### src/rtl/contact_eval_pkg.sv
// shared types and constants of the boolean contact evaluator
package contact_eval_pkg;

   // ---------------------------------------------------------------
   // instruction set
   // ---------------------------------------------------------------
   typedef enum logic [4:0] {
      op_rung_start,
      op_push_open_contact,
      op_push_closed_contact,
      op_push_word_bit,
      op_push_inverted_word_bit,
      op_parallel_open_contact,
      op_parallel_closed_contact,
      op_parallel_word_bit,
      op_parallel_inverted_word_bit,
      op_series_open_contact,
      op_series_closed_contact,
      op_series_word_bit,
      op_series_inverted_word_bit,
      op_merge_series_levels,
      op_merge_parallel_levels,
      op_coil_write,
      op_coil_word_bit,
      op_no_operation
   } opcode_type;

   typedef enum logic [2:0] {
      cls_input,
      cls_output,
      cls_stage,
      cls_control_relay,
      cls_system_flag_bit,
      cls_timer_done,
      cls_count_done_bit,
      cls_word_memory
   } point_class_type;

   typedef enum logic [2:0] {
      stk_hold,
      stk_clear,
      stk_push,
      stk_set_top,
      stk_merge_and,
      stk_merge_or
   } stack_op_type;

   // ---------------------------------------------------------------
   // operand limits (octal 0377, 0777, 0177 and bit 15)
   // ---------------------------------------------------------------
   localparam int unsigned   INDEX_DIGITS     = 4;
   localparam int unsigned   INDEX_W          = 3 * INDEX_DIGITS;
   localparam logic [11:0]   MAX_IO_INDEX     = 12'h0FF;
   localparam logic [11:0]   MAX_RELAY_INDEX  = 12'h1FF;
   localparam logic [11:0]   MAX_STATUS_INDEX = 12'h07F;
   localparam logic [3:0]    MAX_BCD_DIGIT    = 4'h9;
   localparam logic [3:0]    MAX_BIT_ONES_HI  = 4'h5;
   localparam logic [3:0]    BIT_TENS_WEIGHT  = 4'hA;
   localparam int unsigned   STACK_LEVELS     = 8;

   // ---------------------------------------------------------------
   // carriers
   // ---------------------------------------------------------------
   typedef struct packed {
      opcode_type               opcode;
      point_class_type          point_class;
      logic                     indirect;
      logic [4*INDEX_DIGITS-1:0] index_bcd;
      logic [7:0]               bit_bcd;
   } instr_type;

   typedef struct packed {
      point_class_type          point_class;
      logic                     indirect;
      logic [INDEX_W-1:0]       index;
      logic [3:0]               bit_num;
   } operand_ref_type;

endpackage : contact_eval_pkg

### src/rtl/operand_decoder.sv
// operand decoder: octal point index, BCD bit number and range checks
`timescale 1ns/1ns
module operand_decoder
   import contact_eval_pkg::*;
(
   // raw instruction fields
   input  wire instr_type       instr,
   // decoded operand
   output operand_ref_type      oref,
   output logic                 index_ok,
   output logic                 bit_ok
);

   logic [INDEX_DIGITS-1:0] digit_ok;
   logic [INDEX_W-1:0]      index;
   logic [11:0]             limit;
   logic [3:0]              tens;
   logic [3:0]              ones;

   // ---------------------------------------------------------------
   // octal digits: a digit of 8 or 9 makes the index invalid
   // ---------------------------------------------------------------
   for (genvar i = 0; i < INDEX_DIGITS; i++) begin : g_digit
      assign digit_ok[i]        = ~instr.index_bcd[4*i+3];
      assign index[3*i +: 3]    = instr.index_bcd[4*i +: 3];
   end

   always_comb begin
      case (instr.point_class)
         cls_input, cls_output, cls_stage:        limit = MAX_IO_INDEX;
         cls_control_relay, cls_system_flag_bit:  limit = MAX_RELAY_INDEX;
         cls_timer_done, cls_count_done_bit:      limit = MAX_STATUS_INDEX;
         default:                                 limit = {INDEX_W{1'b1}};
      endcase
   end

   assign index_ok = (&digit_ok) && (index <= limit);

   // ---------------------------------------------------------------
   // bit number: two BCD digits, 0 to 15
   // ---------------------------------------------------------------
   assign tens   = instr.bit_bcd[7:4];
   assign ones   = instr.bit_bcd[3:0];
   assign bit_ok = (ones <= MAX_BCD_DIGIT) &&
                   ((tens == 4'h0) || ((tens == 4'h1) && (ones <= MAX_BIT_ONES_HI)));

   assign oref.point_class = instr.point_class;
   assign oref.indirect    = instr.indirect;
   assign oref.index       = index;
   assign oref.bit_num     = tens[0] ? 4'(ones + BIT_TENS_WEIGHT) : ones;

endmodule : operand_decoder

### src/rtl/bool_stack.sv
// boolean rung stack with push, top update and two-level merge
`timescale 1ns/1ns
module bool_stack
   import contact_eval_pkg::*;
#(
   parameter int unsigned LEVELS  = STACK_LEVELS,
   parameter int unsigned DEPTH_W = $clog2(LEVELS + 1)
)(
   // clock and reset
   input  wire logic                clock,
   input  wire logic                rst_b,
   // stack command
   input  wire stack_op_type        op,
   input  wire logic                value,
   // stack state
   output logic [LEVELS-1:0]        levels,
   output logic [DEPTH_W-1:0]       depth,
   output logic                     full
);

   logic [LEVELS-1:0]  lvl_q;
   logic [LEVELS-1:0]  lvl_d;
   logic [LEVELS-1:0]  pushed;
   logic [LEVELS-1:0]  popped;
   logic [DEPTH_W-1:0] depth_q;
   logic [DEPTH_W-1:0] depth_d;
   logic               merged;

   // ---------------------------------------------------------------
   // shifted images: a push moves every level down one place
   // ---------------------------------------------------------------
   for (genvar i = 0; i < LEVELS; i++) begin : g_level
      if (i == 0) begin : g_top
         assign pushed[i] = value;
      end else begin : g_deep
         assign pushed[i] = lvl_q[i-1];
      end
      if (i == LEVELS - 1) begin : g_bottom
         assign popped[i] = 1'b0;
      end else begin : g_upper
         assign popped[i] = lvl_q[i+1];
      end
   end

   assign merged = (op == stk_merge_and) ? (lvl_q[0] & lvl_q[1])
                                         : (lvl_q[0] | lvl_q[1]);

   always_comb begin
      lvl_d   = lvl_q;
      depth_d = depth_q;
      case (op)
         stk_clear: begin
            lvl_d   = '0;
            depth_d = '0;
         end
         stk_push: begin
            lvl_d   = pushed;
            depth_d = DEPTH_W'(depth_q + 1'b1);
         end
         stk_set_top: begin
            lvl_d[0] = value;
         end
         stk_merge_and, stk_merge_or: begin
            lvl_d    = {popped[LEVELS-1:1], merged};
            depth_d  = DEPTH_W'(depth_q - 1'b1);
         end
         default: begin
         end
      endcase
   end

   always_ff @(posedge clock or negedge rst_b) begin
      if (!rst_b) begin
         lvl_q   <= '0;
         depth_q <= '0;
      end else begin
         lvl_q   <= lvl_d;
         depth_q <= depth_d;
      end
   end

   assign levels = lvl_q;
   assign depth  = depth_q;
   assign full   = (depth_q == DEPTH_W'(LEVELS));

endmodule : bool_stack

### src/rtl/boolean_contact_evaluator.sv
// boolean contact evaluator: executes contact, merge and coil instructions
//
// Function
// - push open contact: stack gets point state
// - push closed contact: stack gets complement
// - push word bit: stack gets selected bit
// - push inverted word bit: complement of bit
// - parallel open: top ORed with point
// - parallel closed: top ORed with complement
// - parallel word bit: top ORed with bit
// - parallel inverted bit: top ORed with complement
// - series open: top ANDed with point
// - series closed: top ANDed with complement
// - series word bit: top ANDed with bit
// - point index ranges checked per class
// - word operand bit number 0 to 15
// - eight-level stack, push shifts levels down
// - merges combine top two by AND/OR
// - more than eight levels rejects rung
// - coil copies rung value to target
`timescale 1ns/1ns
module boolean_contact_evaluator
   import contact_eval_pkg::*;
#(
   parameter int unsigned LEVELS  = STACK_LEVELS,
   parameter int unsigned DEPTH_W = $clog2(LEVELS + 1)
)(
   // clock and reset
   input  wire logic                clock,
   input  wire logic                rst_b,
   // instruction stream
   input  wire logic                instr_valid,
   input  wire instr_type           instr,
   output logic                     instr_ready,
   // operand access
   output logic                     mem_rd_en,
   output logic                     mem_wr_en,
   output operand_ref_type          mem_ref,
   output logic                     mem_wr_value,
   input  wire logic                mem_rd_point,
   input  wire logic [15:0]         mem_rd_word,
   // status
   output logic                     rung_value,
   output logic [DEPTH_W-1:0]       stack_depth,
   output logic                     rung_error,
   output logic [LEVELS-1:0]        stack_levels
);

   typedef enum logic {st_idle, st_exec} state_type;

   state_type        state_q;
   state_type        state_d;
   opcode_type       op_q;
   opcode_type       op_d;
   operand_ref_type  ref_q;
   operand_ref_type  ref_d;
   logic             index_ok_q;
   logic             index_ok_d;
   logic             bit_ok_q;
   logic             bit_ok_d;
   logic             err_q;
   logic             err_d;

   operand_ref_type  dec_ref;
   logic             dec_index_ok;
   logic             dec_bit_ok;
   logic             accept;

   logic             is_push;
   logic             is_par;
   logic             is_ser;
   logic             is_word;
   logic             is_inv;
   logic             is_coil;
   logic             is_merge;
   logic             uses_operand;
   logic             operand_ok;
   logic             fault;
   logic             raw_bit;
   logic             contact;
   logic             active;
   stack_op_type     stk_op;
   logic             stk_value;
   logic             full;

   // ---------------------------------------------------------------
   // operand decode happens at accept so the references come from flops
   // ---------------------------------------------------------------
   operand_decoder u_decoder (
      .instr    (instr),
      .oref     (dec_ref),
      .index_ok (dec_index_ok),
      .bit_ok   (dec_bit_ok)
   );

   bool_stack #(
      .LEVELS  (LEVELS),
      .DEPTH_W (DEPTH_W)
   ) u_stack (
      .clock  (clock),
      .rst_b  (rst_b),
      .op     (stk_op),
      .value  (stk_value),
      .levels (stack_levels),
      .depth  (stack_depth),
      .full   (full)
   );

   assign instr_ready = (state_q == st_idle);
   assign accept      = instr_valid && instr_ready;

   // ---------------------------------------------------------------
   // opcode classification
   // ---------------------------------------------------------------
   always_comb begin
      is_push  = 1'b0;
      is_par   = 1'b0;
      is_ser   = 1'b0;
      is_word  = 1'b0;
      is_inv   = 1'b0;
      is_coil  = 1'b0;
      is_merge = 1'b0;
      case (op_q)
         op_push_open_contact:          is_push = 1'b1;
         op_push_closed_contact:        {is_push, is_inv} = 2'h3;
         op_push_word_bit:              {is_push, is_word} = 2'h3;
         op_push_inverted_word_bit:     {is_push, is_word, is_inv} = 3'h7;
         op_parallel_open_contact:      is_par = 1'b1;
         op_parallel_closed_contact:    {is_par, is_inv} = 2'h3;
         op_parallel_word_bit:          {is_par, is_word} = 2'h3;
         op_parallel_inverted_word_bit: {is_par, is_word, is_inv} = 3'h7;
         op_series_open_contact:        is_ser = 1'b1;
         op_series_closed_contact:      {is_ser, is_inv} = 2'h3;
         op_series_word_bit:            {is_ser, is_word} = 2'h3;
         op_series_inverted_word_bit:   {is_ser, is_word, is_inv} = 3'h7;
         op_merge_series_levels,
         op_merge_parallel_levels:      is_merge = 1'b1;
         op_coil_write:                 is_coil = 1'b1;
         op_coil_word_bit:              {is_coil, is_word} = 2'h3;
         default: begin
         end
      endcase
   end

   assign uses_operand = is_push || is_par || is_ser || is_coil;
   // point contacts take plain indices; word bits need a word and a legal bit
   assign operand_ok = is_word ? ((ref_q.point_class == cls_word_memory) && index_ok_q
                                  && bit_ok_q)
                               : ((ref_q.point_class != cls_word_memory) && !ref_q.indirect
                                  && index_ok_q);

   assign fault = (uses_operand && !operand_ok)
               || (is_push && full)
               || ((is_par || is_ser || is_coil) && (stack_depth == '0))
               || (is_merge && (stack_depth < DEPTH_W'(2)));

   assign active  = (state_q == st_exec) && !err_q;
   assign raw_bit = is_word ? mem_rd_word[ref_q.bit_num] : mem_rd_point;
   assign contact = raw_bit ^ is_inv;

   // ---------------------------------------------------------------
   // stack command; a faulted rung stays frozen until the next rung start
   // ---------------------------------------------------------------
   always_comb begin
      stk_op    = stk_hold;
      stk_value = contact;
      if ((state_q == st_exec) && (op_q == op_rung_start)) begin
         stk_op = stk_clear;
      end else if (active && !fault) begin
         if (is_push) begin
            stk_op = stk_push;
         end else if (is_par) begin
            stk_op    = stk_set_top;
            stk_value = stack_levels[0] | contact;
         end else if (is_ser) begin
            stk_op    = stk_set_top;
            stk_value = stack_levels[0] & contact;
         end else if (op_q == op_merge_series_levels) begin
            stk_op = stk_merge_and;
         end else if (op_q == op_merge_parallel_levels) begin
            stk_op = stk_merge_or;
         end
      end
   end

   // ---------------------------------------------------------------
   // operand access; a coil writes the top level and does not pop it
   // ---------------------------------------------------------------
   assign mem_ref      = ref_q;
   assign mem_rd_en    = active && !fault && (is_push || is_par || is_ser);
   assign mem_wr_en    = active && !fault && is_coil;
   assign mem_wr_value = stack_levels[0];
   assign rung_value   = stack_levels[0];
   assign rung_error   = err_q;

   // ---------------------------------------------------------------
   // sequencing: one instruction takes two cycles
   // ---------------------------------------------------------------
   always_comb begin
      state_d    = state_q;
      op_d       = op_q;
      ref_d      = ref_q;
      index_ok_d = index_ok_q;
      bit_ok_d   = bit_ok_q;
      err_d      = err_q;
      if (accept) begin
         state_d    = st_exec;
         op_d       = instr.opcode;
         ref_d      = dec_ref;
         index_ok_d = dec_index_ok;
         bit_ok_d   = dec_bit_ok;
      end else if (state_q == st_exec) begin
         state_d = st_idle;
         if (op_q == op_rung_start) begin
            err_d = 1'b0;
         end else if (active && fault) begin
            err_d = 1'b1;
         end
      end
   end

   always_ff @(posedge clock or negedge rst_b) begin
      if (!rst_b) begin
         state_q    <= st_idle;
         op_q       <= op_no_operation;
         ref_q      <= '0;
         index_ok_q <= 1'b0;
         bit_ok_q   <= 1'b0;
         err_q      <= 1'b0;
      end else begin
         state_q    <= state_d;
         op_q       <= op_d;
         ref_q      <= ref_d;
         index_ok_q <= index_ok_d;
         bit_ok_q   <= bit_ok_d;
         err_q      <= err_d;
      end
   end
endmodule : boolean_contact_evaluator

### config.mk
export PLATFORM = sky130hd
export DESIGN_NAME = boolean_contact_evaluator
export DESIGN_NICKNAME = d
export VERILOG_FILES = /design/src/rtl/contact_eval_pkg.sv /design/src/rtl/operand_decoder.sv /design/src/rtl/bool_stack.sv /design/src/rtl/boolean_contact_evaluator.sv
export SDC_FILE = /design/constraint.sdc
export NUM_CORES = 1
export LEC_CHECK = 0
export ABC_AREA = 1
export BUFFER_PORTS_ARGS = -buffer_cell sky130_fd_sc_hd__buf_2
export CAP_MARGIN = 20
export CORE_MARGIN = 1.5
export CORE_UTILIZATION = 45
export DETAILED_ROUTE_END_ITERATION = 12
export GPL_TIMING_DRIVEN = 1
export HOLD_SLACK_MARGIN = 0.1
export PLACE_DENSITY = 0.76
export SYNTH_ARGS = -nofsm -noshare
export SYNTH_HDL_FRONTEND = slang
export SYNTH_SLANG_ARGS = --single-unit
### constraint.sdc
create_clock -name clock -period 2.5 [get_ports clock]
set_clock_uncertainty 0.15 [all_clocks]
set_input_delay 0.75 -clock clock [delete_from_list [all_inputs] [get_ports clock]]
set_output_delay 0.75 -clock clock [all_outputs]
set_load 0.03 [all_outputs]
* Word-level counts from Yosys, hierarchy flattened
Cells that the tools add are included.
** Operators by class
- Multiplexer cells :: 32
- Add/subtract/negate cells :: 3
- Equal/unequal tests :: 31
- $lt $le $gt $ge :: 5
- Bitwise gates (word level) :: 11
- Reductions and logical operators :: 52
** Operator list (number)
- $eq 5x4->1 const B :: 8
- $pmux 12 s3 :: 1
- $mux 3 :: 7
- $pmux 7 s3 :: 1
- $eq 5x3->1 const B :: 4
- $mux 1 :: 19
- $eq 3x3->1 const B :: 6
- $logic_and 1x1->1 :: 18
- $eq 3x2->1 const B :: 4
- $le 12x12->1 :: 1
- $pmux 4 s3 :: 1
- $reduce_or 2->1 :: 6
- $reduce_or 4->1 :: 3
- $eq 5x2->1 const B :: 2
- $logic_or 1x1->1 :: 9
- $logic_not 4->1 :: 2
- $reduce_or 7->1 :: 1
- $eq 3x1->1 const B :: 2
- $not 1->1 :: 6
- $reduce_bool 3->1 :: 2
- $reduce_or 6->1 :: 1
- $eq 5x1->1 const B :: 1
- $eq 5x5->1 const B :: 1
- $logic_not 5->1 :: 1
- other kinds (22) :: 27
** Word-level totals
- Logic and storage cells :: 146
- Input port bits :: 53
- Register bits after elaboration :: 41

* Logic depth before layout (Yosys ltp)
- Word-level depth :: 17
- Depth in mapped cells :: 20

* By module
Synthesis repeated with hierarchy kept, for this count alone.
** Unflattened totals
- Cells, all modules :: 402
- Area, all modules :: 2783.9 um^2
** Modules (own cells, without submodules)
- boolean_contact_evaluator :: sequential area each 728.2 um^2, times used 1, cells an instance 254, area each 1707.9 um^2
- bool_stack :: sequential area each 300.3 um^2, times used 1, cells an instance 85, area each 666.9 um^2
- operand_decoder :: sequential area each 0.0 um^2, times used 1, cells an instance 63, area each 409.1 um^2

* Worst setup path after synthesis
OpenSTA, ideal clock, no wires.
- Path kind :: reg2out
- Start point :: register op_q[4]
- End point :: output port mem_wr_en
- Path slack :: -0.210 ns
- Required time :: 1.600 ns
- Cell stages (with the launch flop) :: 12
- Arrival time :: 1.810 ns
- Cells stage by stage :: dfstp_2 -> inv_2 -> nand2_1 -> inv_1 -> nand2_1 -> inv_1 -> nor2_4 -> nand3_2 -> a21oi_4 -> and2_1 -> nand2_1 -> nor2_1
** Between the ends
- Longest elaborated chain between the ends :: 13
- Elaborated cells between the ends (all ways) :: 45
- Those cells by class :: 16 x eq/ne; 7 x mux; 22 x reduce/logical
** RTL lines
- from (decl) :: line boolean_contact_evaluator.sv:53 : opcode_type op_q;
- from (signal assigned) :: line boolean_contact_evaluator.sv:225 : op_q <= op_no_operation;
- from (signal assigned) :: line boolean_contact_evaluator.sv:232 : op_q <= op_d;
- $eq 5x3->1 (tied with other cells) :: line boolean_contact_evaluator.sv:123 : case (op_q)
- $reduce_or 4->1 (no source line)
- $mux 1 :: line boolean_contact_evaluator.sv:123
- $logic_or 1x1->1 (3 in series) :: line boolean_contact_evaluator.sv:145 : assign uses_operand = is_push || is_par || is_ser || is_coil;
- $logic_and 1x1->1 :: line boolean_contact_evaluator.sv:152 : assign fault = (uses_operand && !operand_ok)
- $logic_or 1x1->1 :: line boolean_contact_evaluator.sv:153 : || (is_push && full)
- $logic_or 1x1->1 :: line boolean_contact_evaluator.sv:154 : || ((is_par || is_ser || is_coil) && (stack_depth == '0))
- $logic_or 1x1->1 :: line boolean_contact_evaluator.sv:155 : || (is_merge && (stack_depth < DEPTH_W'(2)));
- $logic_not 1->1 :: line boolean_contact_evaluator.sv:191 : assign mem_wr_en = active && !fault && is_coil;
- $logic_and 1x1->1 :: line boolean_contact_evaluator.sv:191
- $logic_and 1x1->1 * :: line boolean_contact_evaluator.sv:191
- to (decl) :: line boolean_contact_evaluator.sv:37 : output logic mem_wr_en,
Every way passes the cells marked *; elsewhere a longest branch is shown, timed or not.

* Worst setup path after layout
Ends and elaborated chain as after synthesis.

==> metrics.txt <==
DRT Pass-1 Iters=4; via count=2751; largest net degree at the start of global routing=42; 1st-iter DRT viols=245; Area contributors post-synth=dfrtp_1 (38%), nand2_1 (15%), nor2_1 (6.1%); worst-path fanout max=8; fraction of layout cells with a size suffix above 1=0.4017; Die H=78.54 um; Cell Area, Placed=3274 um2; CTS max path bufs=2; CTS Hold Bufs=0; final hold slack=330.7 ps; maximum capacitance violations=0; Avg Cell Area, Syn=7.273 um2; # rows=27; Worst EP required=1600 ps; most numerous cell in the Yosys netlist=nand2_1; Mapped Cells=353; # fillers=451; share of the synthesized area in the top cell type=0.3801; Clock Pin Slew Worst Setup and Hold Paths=80 ps; Slew HR=0.6585; worst slew pin tran=512.3 ps; Port Buffers=90; Final period util=1.189; Post-Layout Cell Count=550; Distinct cells, synth=36; GRT Residual Overflow=0; status=finished, violations left; Post-synth EDFFs=0; failing checks=setup timing; Synth top cells by count=nand2_1 (103), nor2_1 (42), dfrtp_1 (39), inv_1 (39); clk_lat worst skew=290 ps; initial antenna violation count=0; leak pwr=1.968 nW; Via density=5.002; Max IR drop VDD=0.0004810 V; final setup violating endpoints=14; post-synth top area cell=dfrtp_1; worst setup margin=-472.1 ps; first-pass GRT wire length=11800 um; Setup Crit Path Kind=flop to primary output; worst hold start=mem_ref[4]; DRC viols=0; H-tree level count=2; endpoints failing hold=0; RSZ-0062 raised after global routing=yes; CP delay by family, top=simple AND/OR/NAND/NOR gates; Synth async-reset ratio=1.000; CP Buf/Inv Count=4; Num CTS Buffers=5; Die Wd=78.54 um; area delta synth->final=39.91%; cell area after synthesis=2567 um2; IO Pins=91; worst-path cell with the longest stage delay=dfstp_2; startpoint types=flop; Slew Viols, Final=0; Final nets=539; number of global-route vias before repair=2745; design area=3592 um2; CTS tree=yes; Synth warnings=0; Setup crit start=op_q[4]; R2R Path Start=op_q[4]; Routed Antenna Nets=0; final wirelength=7097 um; f_max=0.3365 GHz; max incr delay on CP=590 ps; Pwr Density=681.5 nW/um2; die area=6168 um2; WP data arrival=2070 ps; GRT Util Overall=0.2374; RePlAce Congestion=0.8775; CP Cell Sequence=inv_4, nand2_2, inv_2, nand2_4, inv_2, nor2_4, nand3_2, a21oi_4, and2_4, nand2_2, nor2_2, buf_6; prevailing post-synth register cell=dfrtp_1; Hold Path Class=flop to flop; post-synthesis sequential area ratio=0.4006; syn_nets=415; CTS Sinks=41; antenna diode count=0; placed cell count=528; Core ar.=5507 um2; Root Buffer=clkbuf_8; total power draw=2.448 mW; Final min period=2972 ps; initial core utilization=0.4663; crit end category=primary output; per-cell routed wire length=12.90 um; #FFs+latches synth=41; Final HPWL DP=5014 um
[worst register-to-register path, delay by kind of cell (launching register included)]
| kind | cells | cell delay, ps |
|---|---|---|
| adder cells (fa/ha/maj) | 1 | 220 |
| buffers and inverters | 7 | 570 |
| AO/OA/AOI/OAI | 3 | 410 |
| flip-flops | 1 | 590 |
| XOR/XNOR | 1 | 140 |
| AND/OR/NAND/NOR | 8 | 700 |
[final timing paths]
check,to,slack [ps],cells after the start
min in group asynchronous,u_stack.depth[0],350,2
max reg2reg,u_stack.depth[3],-390,20
min reg2reg,mem_ref[4],330,2
max in group asynchronous,op_q[1],1460,2
min,mem_ref[4],330,2
max,mem_wr_en,-470,12
[flip-flops by register name, indices dropped and copies added, names as in the netlist]
| register | flops |
|---|---|
| mem_ref | 20 |
| u_stack.levels | 8 |
| index_ok_q | 1 |
| bit_ok_q | 1 |
| u_stack.depth | 4 |
| rung_error | 1 |
| state_q | 1 |
| op_q | 5 |
[cells by family (layout without fill, tap and decap cells)]
family | after synthesis | count (layout) | synth area share
AO/OA/AOI/OAI | 45 | 45 | 0.1033
XOR/XNOR | 3 | 3 | 0.01024
adder cells (fa/ha/maj) | 9 | 9 | 0.04679
buffers and inverters | 51 | 176 | 0.08089
flip-flops | 41 | 41 | 0.4006
AND/OR/NAND/NOR | 204 | 204 | 0.3582
[what timing repair did]
item,CTS,global route
pin swaps,8,9
gates resized for setup,19,15
setup endpoints to repair,13,14
setup buffers,9,5
[area by class of cell]
type / instances / area (um2) / share of cell area
multi-input cells: 261 / 1465 / 0.4079
well taps: 72 / 90.09 / 0.02508
repair buffers: 127 / 760.7 / 0.2118
flip-flops and latches: 41 / 1030 / 0.2867
clock inverters: 2 / 15.01 / 0.004180
inverters: 41 / 158.9 / 0.04424
clock buffers: 6 / 72.57 / 0.02020
[cells in the final DEF (no fill, tap or decap), types with 3 or more instances in the layout]
cell type  instances
a21oi_1           10
buf_2             88
buf_4             34
buf_6              4
clkbuf_8           5
dfrtp_1           38
ha_1               7
inv_1             35
inv_2              3
nand2_1           97
nand2_2           18
nand3_1           15
nand3_2            7
nand4_1            5
nor2_1            34
nor2_2             8
nor2_4             5
nor3_1             5
nor4_1             3
o211ai_1           4
o21ai_0           20
o22ai_1            3
[power breakdown]
group          internal [mW]  switching [mW]
Clock                  0.197           0.236
Sequential             0.764           0.111
Combinational          0.458           0.682
[routing by layer]
| layer | vias to the layer above | track usage | routed length, um |
|---|---|---|---|
| li1 | 1383 | - | - |
| met1 | 1254 | 0.2784 | 2896 |
| met2 | 92 | 0.4103 | 3612 |
| met3 | 22 | 0.05000 | 376 |
| met4 | 0 | 0.1143 | 212 |
| met5 | - | 0 | 0 |
[through the flow]
stage / util / setup TNS, ps / setup slack [ps]
global route: 0.6524 / -5848 / -561.5
detailed placement: 0.5946 / -1384 / -202.4
global placement: 0.5946 / -1340 / -142.3
floorplan: - / -182.3 / -102.8
finish: 0.6524 / -3962 / -472.1
CTS: 0.6349 / -1224 / -409.0
Note: power is estimated with default switching activity, not from simulation.
